--- config.mk ---
export PLATFORM = sky130hd
export DESIGN_NAME = channel_id_table_manager
export DESIGN_NICKNAME = d
export VERILOG_FILES = /design/src/rtl/chan_table_pkg.sv /design/src/rtl/channel_id_table_manager.sv /design/src/rtl/seq_counter_bank.sv
export SDC_FILE = /design/constraint.sdc
export NUM_CORES = 2
export LEC_CHECK = 0
export BUFFER_PORTS_ARGS = -buffer_cell sky130_fd_sc_hd__buf_2
export CAP_MARGIN = 20
export CORE_MARGIN = 2
export CORE_UTILIZATION = 47
export DETAILED_ROUTE_END_ITERATION = 8
export PLACE_DENSITY_LB_ADDON = 0.15
export SLEW_MARGIN = 20
export SYNTH_ARGS = -nofsm -noshare
export SYNTH_HDL_FRONTEND = slang
export SYNTH_SLANG_ARGS = --single-unit
--- constraint.sdc ---
create_clock -name i_core_clk -period 3.5 [get_ports i_core_clk]
set_input_delay 0 -clock i_core_clk [delete_from_list [all_inputs] [get_ports i_core_clk]]
set_output_delay 0 -clock i_core_clk [all_outputs]
set_load 0.01 [all_outputs]
--- src/rtl/chan_table_pkg.sv ---
package chan_table_pkg;
   localparam int VCI_W = 20;
   localparam int CF_W = 2;
   localparam int MAP_W = 16;
   localparam int CL_ENTRIES = 8;
   localparam int IDX_W = 3;
   localparam int EP_COUNT = 4;
   localparam int EP_W = 2;
   localparam int PAIRS = 4;
   localparam int PAIR_W = 2;
   localparam int OFS_W = 6;
   localparam int MID_PAGES = 4;
   localparam int MID_W = 2;
   localparam int SEQ_W = 4;
   localparam int REASON_W = 3;
   localparam int PRIO_W = 2;
   localparam logic [OFS_W-1:0] OFS_MIN = 6'h01;
   localparam logic [OFS_W-1:0] OFS_MAX = 6'h30;
   localparam logic [PRIO_W-1:0] PRIO_MAX = 2'h2;
   localparam logic [CF_W-1:0] CF_MAC = 2'h0;
   localparam logic [SEQ_W-1:0] SEQ_RESET = 4'h0;
   localparam logic [REASON_W-1:0] RSN_NONE = 3'h0;
   localparam logic [REASON_W-1:0] RSN_REBIND = 3'h1;
   localparam logic [REASON_W-1:0] RSN_FULL = 3'h2;
   localparam logic [REASON_W-1:0] RSN_NOT_FOUND = 3'h3;
   localparam logic [REASON_W-1:0] RSN_BAD_OFFSET = 3'h4;
   localparam logic [REASON_W-1:0] RSN_BAD_CMD = 3'h5;
   localparam logic [REASON_W-1:0] RSN_MAP_CLASH = 3'h6;
   typedef enum logic [1:0] {
      CMD_CHANNEL_ADD,
      CMD_CHANNEL_REMOVE,
      CMD_ENDPOINT_OPEN,
      CMD_OTHER
   } cmd_t;
   typedef enum logic {DIR_TRANSMIT, DIR_RECEIVE} dir_t;
   typedef enum logic {BUS_SEL_A, BUS_SEL_B} bus_t;
endpackage

--- src/rtl/channel_id_table_manager.sv ---
// Overview of operation
// RULE_01: connectionless add implies both buses for transmit and receive, no bus given.
// RULE_02: connectionless traffic may use any access priority zero to two.
// RULE_03: channels may be shared; a direction is usable only after its add.
// RULE_04: add enables the channel and binds it to the named adaptation type.
// RULE_05: each add names transmit or receive; only that direction is recorded.
// RULE_06: mapping criteria are kept and matched for transmit entries only.
// RULE_07: add for mac adaptation clears sequence counters for all message pages; the code clears them only on a transmit add.
// RULE_08: every add, remove or open returns exactly one reply with status.
// RULE_09: management binds one channel to only one adaptation function.
// RULE_10: both directions need two separate actions from management.
// RULE_11: transmit channels of one function need distinct mapping criteria.
// RULE_12: several receive channels per function accepted without uniqueness check.
// RULE_13: remove unbinds the channel and stops traffic in that direction.
// RULE_14: new mapping criteria need remove then add by management.
// RULE_15: one isochronous endpoint per isochronous user, possibly null conversion.
// RULE_16: open records transmit bus with pairs and receive bus with pairs.
// RULE_17: octet offsets name payload position and lie in one to forty-eight.
// RULE_18: transmit and receive bus fields are bus a or bus b.
// RULE_19: open links endpoint to bus and pairs, then enables data flow.
// RULE_20: connectionless functions addressed by type, endpoints by identifier.
// RULE_21: reply status successful or unsuccessful, failure carries a reason code.
// RULE_22: bad offset or rebinding add gets failure reply and no table change.
`timescale 1ns/1ns
module channel_id_table_manager #(
   parameter int ENTRIES = chan_table_pkg::CL_ENTRIES,
   parameter int ENDPOINTS = chan_table_pkg::EP_COUNT
) (
   input wire logic i_core_clk,
   input wire logic i_rst_n,
   input wire logic i_cmd_valid,
   input wire chan_table_pkg::cmd_t i_cmd,
   input wire logic [chan_table_pkg::CF_W-1:0] i_cf_type,
   input wire logic [chan_table_pkg::VCI_W-1:0] i_vci,
   input wire chan_table_pkg::dir_t i_dir,
   input wire logic [chan_table_pkg::MAP_W-1:0] i_map,
   input wire logic [chan_table_pkg::EP_W-1:0] i_endpoint_identifier,
   input wire chan_table_pkg::bus_t i_tx_bus,
   input wire chan_table_pkg::bus_t i_rx_bus,
   input wire logic [chan_table_pkg::PAIRS*chan_table_pkg::VCI_W-1:0] i_tx_vcis,
   input wire logic [chan_table_pkg::PAIRS*chan_table_pkg::OFS_W-1:0] i_tx_ofs,
   input wire logic [chan_table_pkg::PAIRS-1:0] i_tx_used,
   input wire logic [chan_table_pkg::PAIRS*chan_table_pkg::VCI_W-1:0] i_rx_vcis,
   input wire logic [chan_table_pkg::PAIRS*chan_table_pkg::OFS_W-1:0] i_rx_ofs,
   input wire logic [chan_table_pkg::PAIRS-1:0] i_rx_used,
   output logic o_reply_valid,
   output logic o_reply_ok,
   output logic [chan_table_pkg::REASON_W-1:0] o_reply_reason,
   input wire logic [chan_table_pkg::CF_W-1:0] i_sel_cf,
   input wire logic [chan_table_pkg::MAP_W-1:0] i_sel_map,
   input wire logic [chan_table_pkg::PRIO_W-1:0] i_sel_prio,
   output logic o_sel_hit,
   output logic [chan_table_pkg::VCI_W-1:0] o_sel_vci,
   output logic o_sel_bus_a,
   output logic o_sel_bus_b,
   input wire logic [chan_table_pkg::VCI_W-1:0] i_rx_chk_vci,
   input wire logic [chan_table_pkg::CF_W-1:0] i_rx_chk_cf,
   output logic o_rx_accept,
   input wire logic i_seq_step,
   input wire logic [chan_table_pkg::MID_W-1:0] i_seq_mid,
   output logic [chan_table_pkg::SEQ_W-1:0] o_seq,
   input wire logic [chan_table_pkg::EP_W-1:0] i_ep_query,
   input wire logic [chan_table_pkg::PAIR_W-1:0] i_pair_query,
   output logic o_ep_active,
   output logic o_ep_tx_bus_b,
   output logic o_ep_rx_bus_b,
   output logic [chan_table_pkg::VCI_W-1:0] o_ep_tx_vci,
   output logic [chan_table_pkg::OFS_W-1:0] o_ep_tx_ofs,
   output logic o_ep_tx_pair_used,
   output logic [chan_table_pkg::VCI_W-1:0] o_ep_rx_vci,
   output logic [chan_table_pkg::OFS_W-1:0] o_ep_rx_ofs,
   output logic o_ep_rx_pair_used
);
   import chan_table_pkg::*;

   // connectionless channel table, one entry per enabled channel direction
   logic [ENTRIES-1:0] cl_valid_reg;
   logic [VCI_W-1:0] cl_vci_reg [ENTRIES];
   logic [CF_W-1:0] cl_cf_reg [ENTRIES];
   dir_t cl_dir_reg [ENTRIES];
   logic [MAP_W-1:0] cl_map_reg [ENTRIES];
   // isochronous endpoint table, one endpoint per isochronous user
   logic [ENDPOINTS-1:0] ep_active_reg;
   bus_t ep_tx_bus_reg [ENDPOINTS];
   bus_t ep_rx_bus_reg [ENDPOINTS];
   logic [PAIRS*VCI_W-1:0] ep_tx_vci_reg [ENDPOINTS];
   logic [PAIRS*OFS_W-1:0] ep_tx_ofs_reg [ENDPOINTS];
   logic [PAIRS-1:0] ep_tx_used_reg [ENDPOINTS];
   logic [PAIRS*VCI_W-1:0] ep_rx_vci_reg [ENDPOINTS];
   logic [PAIRS*OFS_W-1:0] ep_rx_ofs_reg [ENDPOINTS];
   logic [PAIRS-1:0] ep_rx_used_reg [ENDPOINTS];

   function automatic logic offsets_ok(input logic [PAIRS*OFS_W-1:0] ofs,
                                       input logic [PAIRS-1:0] used);
      logic ok;
      logic [OFS_W-1:0] o;
      ok = 1'b1;
      for (int p = 0; p < PAIRS; p++) begin
         o = ofs[p*OFS_W +: OFS_W];
         if (used[p] && (o < OFS_MIN || o > OFS_MAX)) begin
            ok = 1'b0;
         end
      end
      return ok;
   endfunction

   // lookup of command against table
   logic match_same, bound_other, map_clash, have_free;
   logic [IDX_W-1:0] match_idx, free_idx;
   always_comb begin
      match_same = 1'b0;
      bound_other = 1'b0;
      map_clash = 1'b0;
      have_free = 1'b0;
      match_idx = '0;
      free_idx = '0;
      for (int e = ENTRIES - 1; e >= 0; e--) begin
         if (!cl_valid_reg[e]) begin
            have_free = 1'b1;
            free_idx = IDX_W'(e);
         end else begin
            if (cl_vci_reg[e] == i_vci && cl_dir_reg[e] == i_dir) begin
               match_same = 1'b1;
               match_idx = IDX_W'(e);
            end
            if (cl_vci_reg[e] == i_vci && cl_cf_reg[e] != i_cf_type) begin
               bound_other = 1'b1;
            end
            // receive entries never clash
            if (i_dir == DIR_TRANSMIT && cl_dir_reg[e] == DIR_TRANSMIT &&
                cl_cf_reg[e] == i_cf_type && cl_map_reg[e] == i_map) begin
               map_clash = 1'b1; // [RULE_11] [RULE_12]
            end
         end
      end
   end

   // decide outcome of the current action
   logic act_ok, do_add, do_remove, do_open;
   logic [REASON_W-1:0] act_reason;
   always_comb begin
      act_ok = 1'b0;
      act_reason = RSN_BAD_CMD;
      case (i_cmd)
         CMD_CHANNEL_ADD: begin
            if (bound_other || match_same) begin
               act_reason = RSN_REBIND; // [RULE_22]
            end else if (map_clash) begin
               act_reason = RSN_MAP_CLASH; // [RULE_11]
            end else if (!have_free) begin
               act_reason = RSN_FULL;
            end else begin
               act_ok = 1'b1;
               act_reason = RSN_NONE;
            end
         end
         CMD_CHANNEL_REMOVE: begin
            if (match_same) begin
               act_ok = 1'b1;
               act_reason = RSN_NONE;
            end else begin
               act_reason = RSN_NOT_FOUND;
            end
         end
         CMD_ENDPOINT_OPEN: begin
            if (offsets_ok(i_tx_ofs, i_tx_used) && offsets_ok(i_rx_ofs, i_rx_used)) begin
               act_ok = 1'b1; // [RULE_17]
               act_reason = RSN_NONE;
            end else begin
               act_reason = RSN_BAD_OFFSET; // [RULE_22]
            end
         end
         default: begin
            act_ok = 1'b0;
            act_reason = RSN_BAD_CMD;
         end
      endcase
      do_add = i_cmd_valid && act_ok && i_cmd == CMD_CHANNEL_ADD;
      do_remove = i_cmd_valid && act_ok && i_cmd == CMD_CHANNEL_REMOVE;
      do_open = i_cmd_valid && act_ok && i_cmd == CMD_ENDPOINT_OPEN;
   end

   always_ff @(posedge i_core_clk or negedge i_rst_n) begin
      if (!i_rst_n) begin
         cl_valid_reg <= '0;
      end else if (do_add) begin
         cl_valid_reg[free_idx] <= 1'b1; // [RULE_04] [RULE_03]
      end else if (do_remove) begin
         cl_valid_reg[match_idx] <= 1'b0; // [RULE_13]
      end
   end

   always_ff @(posedge i_core_clk or negedge i_rst_n) begin
      if (!i_rst_n) begin
         for (int e = 0; e < ENTRIES; e++) begin
            cl_vci_reg[e] <= '0;
            cl_cf_reg[e] <= '0;
            cl_dir_reg[e] <= DIR_TRANSMIT;
            cl_map_reg[e] <= '0;
         end
      end else if (do_add) begin
         cl_vci_reg[free_idx] <= i_vci;
         cl_cf_reg[free_idx] <= i_cf_type; // [RULE_04] [RULE_20]
         cl_dir_reg[free_idx] <= i_dir; // [RULE_05]
         cl_map_reg[free_idx] <= (i_dir == DIR_TRANSMIT) ? i_map : '0; // [RULE_06]
      end
   end

   always_ff @(posedge i_core_clk or negedge i_rst_n) begin
      if (!i_rst_n) begin
         ep_active_reg <= '0;
         for (int k = 0; k < ENDPOINTS; k++) begin
            ep_tx_bus_reg[k] <= BUS_SEL_A;
            ep_rx_bus_reg[k] <= BUS_SEL_A;
            ep_tx_vci_reg[k] <= '0;
            ep_tx_ofs_reg[k] <= '0;
            ep_tx_used_reg[k] <= '0;
            ep_rx_vci_reg[k] <= '0;
            ep_rx_ofs_reg[k] <= '0;
            ep_rx_used_reg[k] <= '0;
         end
      end else if (do_open) begin
         ep_tx_bus_reg[i_endpoint_identifier] <= i_tx_bus; // [RULE_16] [RULE_18]
         ep_rx_bus_reg[i_endpoint_identifier] <= i_rx_bus; // [RULE_18]
         ep_tx_vci_reg[i_endpoint_identifier] <= i_tx_vcis; // [RULE_16]
         ep_tx_ofs_reg[i_endpoint_identifier] <= i_tx_ofs;
         ep_tx_used_reg[i_endpoint_identifier] <= i_tx_used;
         ep_rx_vci_reg[i_endpoint_identifier] <= i_rx_vcis;
         ep_rx_ofs_reg[i_endpoint_identifier] <= i_rx_ofs;
         ep_rx_used_reg[i_endpoint_identifier] <= i_rx_used;
         ep_active_reg[i_endpoint_identifier] <= 1'b1; // [RULE_19] [RULE_15]
      end
   end

   always_ff @(posedge i_core_clk or negedge i_rst_n) begin
      if (!i_rst_n) begin
         o_reply_valid <= 1'b0;
         o_reply_ok <= 1'b0;
         o_reply_reason <= RSN_NONE;
      end else begin
         o_reply_valid <= i_cmd_valid; // [RULE_08]
         if (i_cmd_valid) begin
            o_reply_ok <= act_ok; // [RULE_21]
            o_reply_reason <= act_reason;
         end
      end
   end

   // transmit channel selection by mapping criteria, both buses usable
   always_ff @(posedge i_core_clk or negedge i_rst_n) begin
      if (!i_rst_n) begin
         o_sel_hit <= 1'b0;
         o_sel_vci <= '0;
      end else begin
         o_sel_hit <= 1'b0;
         o_sel_vci <= '0;
         for (int e = 0; e < ENTRIES; e++) begin
            if (cl_valid_reg[e] && cl_dir_reg[e] == DIR_TRANSMIT && cl_cf_reg[e] == i_sel_cf &&
                cl_map_reg[e] == i_sel_map && i_sel_prio <= PRIO_MAX) begin
               o_sel_hit <= 1'b1; // [RULE_06] [RULE_02] [RULE_03]
               o_sel_vci <= cl_vci_reg[e];
            end
         end
      end
   end
   assign o_sel_bus_a = o_sel_hit; // [RULE_01]
   assign o_sel_bus_b = o_sel_hit; // [RULE_01]

   always_ff @(posedge i_core_clk or negedge i_rst_n) begin
      if (!i_rst_n) begin
         o_rx_accept <= 1'b0;
      end else begin
         o_rx_accept <= 1'b0;
         for (int e = 0; e < ENTRIES; e++) begin
            if (cl_valid_reg[e] && cl_dir_reg[e] == DIR_RECEIVE &&
                cl_vci_reg[e] == i_rx_chk_vci && cl_cf_reg[e] == i_rx_chk_cf) begin
               o_rx_accept <= 1'b1; // [RULE_03] [RULE_12]
            end
         end
      end
   end

   always_ff @(posedge i_core_clk or negedge i_rst_n) begin
      if (!i_rst_n) begin
         o_ep_active <= 1'b0;
         o_ep_tx_bus_b <= 1'b0;
         o_ep_rx_bus_b <= 1'b0;
         o_ep_tx_vci <= '0;
         o_ep_tx_ofs <= '0;
         o_ep_tx_pair_used <= 1'b0;
         o_ep_rx_vci <= '0;
         o_ep_rx_ofs <= '0;
         o_ep_rx_pair_used <= 1'b0;
      end else begin
         o_ep_active <= ep_active_reg[i_ep_query];
         o_ep_tx_bus_b <= ep_tx_bus_reg[i_ep_query] == BUS_SEL_B;
         o_ep_rx_bus_b <= ep_rx_bus_reg[i_ep_query] == BUS_SEL_B;
         o_ep_tx_vci <= ep_tx_vci_reg[i_ep_query][i_pair_query*VCI_W +: VCI_W];
         o_ep_tx_ofs <= ep_tx_ofs_reg[i_ep_query][i_pair_query*OFS_W +: OFS_W];
         o_ep_tx_pair_used <= ep_tx_used_reg[i_ep_query][i_pair_query];
         o_ep_rx_vci <= ep_rx_vci_reg[i_ep_query][i_pair_query*VCI_W +: VCI_W];
         o_ep_rx_ofs <= ep_rx_ofs_reg[i_ep_query][i_pair_query*OFS_W +: OFS_W];
         o_ep_rx_pair_used <= ep_rx_used_reg[i_ep_query][i_pair_query];
      end
   end

   // sequence counters follow the looked-up transmit channel
   logic [IDX_W-1:0] step_idx;
   always_comb begin
      step_idx = '0;
      for (int e = 0; e < ENTRIES; e++) begin
         if (cl_valid_reg[e] && cl_dir_reg[e] == DIR_TRANSMIT && cl_cf_reg[e] == i_sel_cf &&
             cl_map_reg[e] == i_sel_map) begin
            step_idx = IDX_W'(e);
         end
      end
   end

   seq_counter_bank #(.ENTRIES(ENTRIES), .PAGES(MID_PAGES)) u_seq (
      .i_core_clk(i_core_clk),
      .i_rst_n(i_rst_n),
      .i_clear(do_add && i_cf_type == CF_MAC && i_dir == DIR_TRANSMIT), // [RULE_07]
      .i_clear_idx(free_idx),
      .i_step(i_seq_step),
      .i_step_idx(step_idx),
      .i_step_mid(i_seq_mid),
      .o_seq(o_seq)
   );
endmodule

--- src/rtl/seq_counter_bank.sv ---
`timescale 1ns/1ns
module seq_counter_bank #(
   parameter int ENTRIES = chan_table_pkg::CL_ENTRIES,
   parameter int PAGES = chan_table_pkg::MID_PAGES
) (
   input wire logic i_core_clk,
   input wire logic i_rst_n,
   input wire logic i_clear,
   input wire logic [chan_table_pkg::IDX_W-1:0] i_clear_idx,
   input wire logic i_step,
   input wire logic [chan_table_pkg::IDX_W-1:0] i_step_idx,
   input wire logic [chan_table_pkg::MID_W-1:0] i_step_mid,
   output logic [chan_table_pkg::SEQ_W-1:0] o_seq
);
   import chan_table_pkg::*;
   logic [SEQ_W-1:0] seq_reg [ENTRIES][PAGES];

   // clear covers every message page of a channel at once
   always_ff @(posedge i_core_clk or negedge i_rst_n) begin
      if (!i_rst_n) begin
         for (int e = 0; e < ENTRIES; e++) begin
            for (int p = 0; p < PAGES; p++) begin
               seq_reg[e][p] <= SEQ_RESET;
            end
         end
      end else begin
         for (int e = 0; e < ENTRIES; e++) begin
            for (int p = 0; p < PAGES; p++) begin
               if (i_clear && i_clear_idx == IDX_W'(e)) begin
                  seq_reg[e][p] <= SEQ_RESET; // [RULE_07]
               end else if (i_step && i_step_idx == IDX_W'(e) && i_step_mid == MID_W'(p)) begin
                  seq_reg[e][p] <= seq_reg[e][p] + 1'b1;
               end
            end
         end
      end
   end

   always_ff @(posedge i_core_clk or negedge i_rst_n) begin
      if (!i_rst_n) begin
         o_seq <= SEQ_RESET;
      end else begin
         o_seq <= seq_reg[i_step_idx][i_step_mid];
      end
   end
endmodule

==> metrics.txt <==
Tmin final=3482 ps; max-slew violation count=0; Final Util=between 50% and 60%; TritonCTS clock tree=built; Total Wirelength=224.3 mm; total track usage=28.31%; CP endpoint kind=flop; Synth Area in Simple Gates=6.889%; Hold Path Class=primary input to async pin; Synth top area share=48.50%; Core Region=154,000 µm²; achievable frequency=between 0.2 and 0.3 GHz; clk sinks=between 1,000 and 1,500; Mapped Area=72,850 µm²; remaining routing DRC violations=0; critical path startpoint category=flop; total gr overflow=0; CP Max Fanout=8; Worst-path clk slew=60 ps; critical path arrival=4150 ps; Root Driver=clkbuf_16; run status=finished, final reports clean; DRT antenna net count=0; Period Utilization, post-route=between 90 and 100%; WL per Instance=26.17 µm; setup ws final=18.10 ps; Syn. warnings=0; final setup vio count=0; Clock Skew=75.49 ps; worst setup path class=flop to flop; Distinct cells, synth=85; hpwl dp=roughly 160 mm; share of layout cells above drive strength 1=39.22%; Synth Area in Compound Gates=3.400%; Detailed Routing Iterations Pass 1=8; number of global-route vias before repair=51,640; commonest non-fill, non-tap cell in the layout=dfrtp_1; RSZ-0062 raised after global routing=yes; XOR/XNOR Fraction of Synth Area=8.584%; # rows=144; area leader, netlist=dfrtp_1; Final GP Congestion=0.9693; Syn Nets=5,725; pwr/cell area=472.3 nW/µm²; clk buf depth=3; via count=49,710; P_leak=42.28 nW; post-synthesis adder-cell area fraction=less than 1%; Max Cap Viol=0; hold slack=15.74 ps; first-pass GRT wire length=338.1 mm; die height=397.7 µm; Syn Inst Count=5,372; Post-synth EDFFs=0; H-tree depth=4; nets=roughly 6,700; relative max-transition margin=21.17%; Req. time, crit path=4170 ps; num ports=403; ys flop type=dfrtp_1; Die X=397.7 µm; fraction of registers with async set/reset=100.0%; synth-to-layout area growth=22.81%; flop-to-flop setup slack=20 ps; Worst IR Drop VDD=0.0004633 V; Num CTS Buffers=158; main combinational cell family by area after synthesis=multiplexers; R2R depth=12; Hold Vio Cnt, Final=0; mux cell area share after synthesis=28.73%; initial antenna violation count=19; mean post-synth cell area=around 14 µm²; PortBufs=402; Initial Util=47.29%; synth top area cells=dfrtp_1, mux2_2, mux4_2; Place WS=-669.3 ps; post-synthesis sequential element count=roughly 1,400; Slew @ Worst Pin=1180 ps; most frequent cells in the layout=dfrtp_1, mux2_2, xor2_1; sequential share of the synthesized area=48.50%; Clock Latency Late Sink=800 ps; Total Die Area=158,200 µm²; largest net degree at the start of global routing=129; Detailed Route Iter0 Violations=around 3,600; Via density=5.801
## Yosys cell counts (40+ instances only)
library cell	count
nand3_1	91
o21ai_0	67
mux2_2	939
nor3_1	45
nor2_1	84
ha_1	40
a21oi_1	134
nor4_1	130
nand2_1	125
mux2_4	139
xnor2_1	265
dfrtp_1	1412
mux2i_1	93
clkbuf_1	112
xor2_1	449
mux2_1	106
inv_1	40
nand4_1	149
mux4_2	273
buf_4	96
buf_2	109
## cell families after synthesis
kind of cell,count (synthesis)
AO/OA/AOI/OAI,377
AND/OR/NAND/NOR,855
XOR/XNOR,714
buffers and inverters,424
flip-flops,1412
multiplexers,1550
adder cells (fa/ha/maj),40
## per-layer routing
metal | global-route usage (%) | part of all wire, % | vias to the layer above | routed length (µm)
li1 | - | - | 21850 | -
met1 | 38.67 | 43 | 25810 | 96110
met2 | 45.84 | 47 | 1576 | 106300
met3 | 4.279 | 5.4 | 461 | 12160
met4 | 10.57 | 4.3 | 14 | 9595
met5 | 0 | 0.038 | - | 85
## metrics by stage
stage	std cells	setup TNS (ps)	power [mW]	area (µm²)
2_1_floorplan	5372	0	22.57	72850
3_3_place_gp	7889	-584790	25.24	79970
3_5_place_dp	7889	-657720	25.37	79970
4_1_cts	8539	-19.46	42.51	88950
5_1_grt	8567	-616.4	43.94	89470
6_report	8569	0	42.26	89470
## timing repair
action / CTS / global route
endpoints found under the setup margin: 41 / 266
buffers inserted: 0 / 16
pin swaps: 0 / 12
hold buffers: 370 / 0
cloned: 0 / 4
gates resized for setup: 4 / 57
hold endpoints to repair: 1977 / 0
## worst max-delay path, cell delays in order, from the launching register on
cell       delay, ps
dfrtp_1          430
xor2_1           220
or4_1            560
nor3b_1          420
nand3b_1         150
o2111ai_2        180
o21ba_4          200
a211oi_4          50
buf_6            160
nor3b_4          290
buf_6            190
clkbuf_16        180
mux2_4           300
## power breakdown
| part | leakage (nW) | internal (mW) | total, mW | switching (mW) |
|---|---|---|---|---|
| sequential | 19.3 | 17.7 | 18.8 | 1.03 |
| combinational | 20.4 | 3.45 | 6.80 | 3.35 |
| clock | 2.54 | 9.61 | 16.7 | 7.09 |
| total | 42.3 | 30.8 | 42.3 | 11.5 |
## layout make-up
cell class / count / area, µm²
inverter: 41 / 153.9
timing repair buffer: 1246 / 10630
tap: 2044 / 2557
antenna: 10 / 25.02
multi-input combinational: 3536 / 35550
sequential: 1412 / 35330
clock inverter: 41 / 623.1
fill: 12450 / 64570
clock buffer: 239 / 4609
## path summary, 6_finish.rpt
kind / start / endpoint
min: i_rst_n / cl_vci_reg[99]
max: cl_vci_reg[4] / cl_map_reg[10]
max in group asynchronous: i_rst_n / u_seq.seq_reg[65]
max reg2reg: cl_vci_reg[4] / cl_map_reg[10]
min reg2reg: ep_active_reg[3] / ep_active_reg[3]
min in group i_core_clk: i_tx_vcis[1] / ep_tx_vci_reg[161]
No activity file was read; power rests on OpenSTA's default activity.
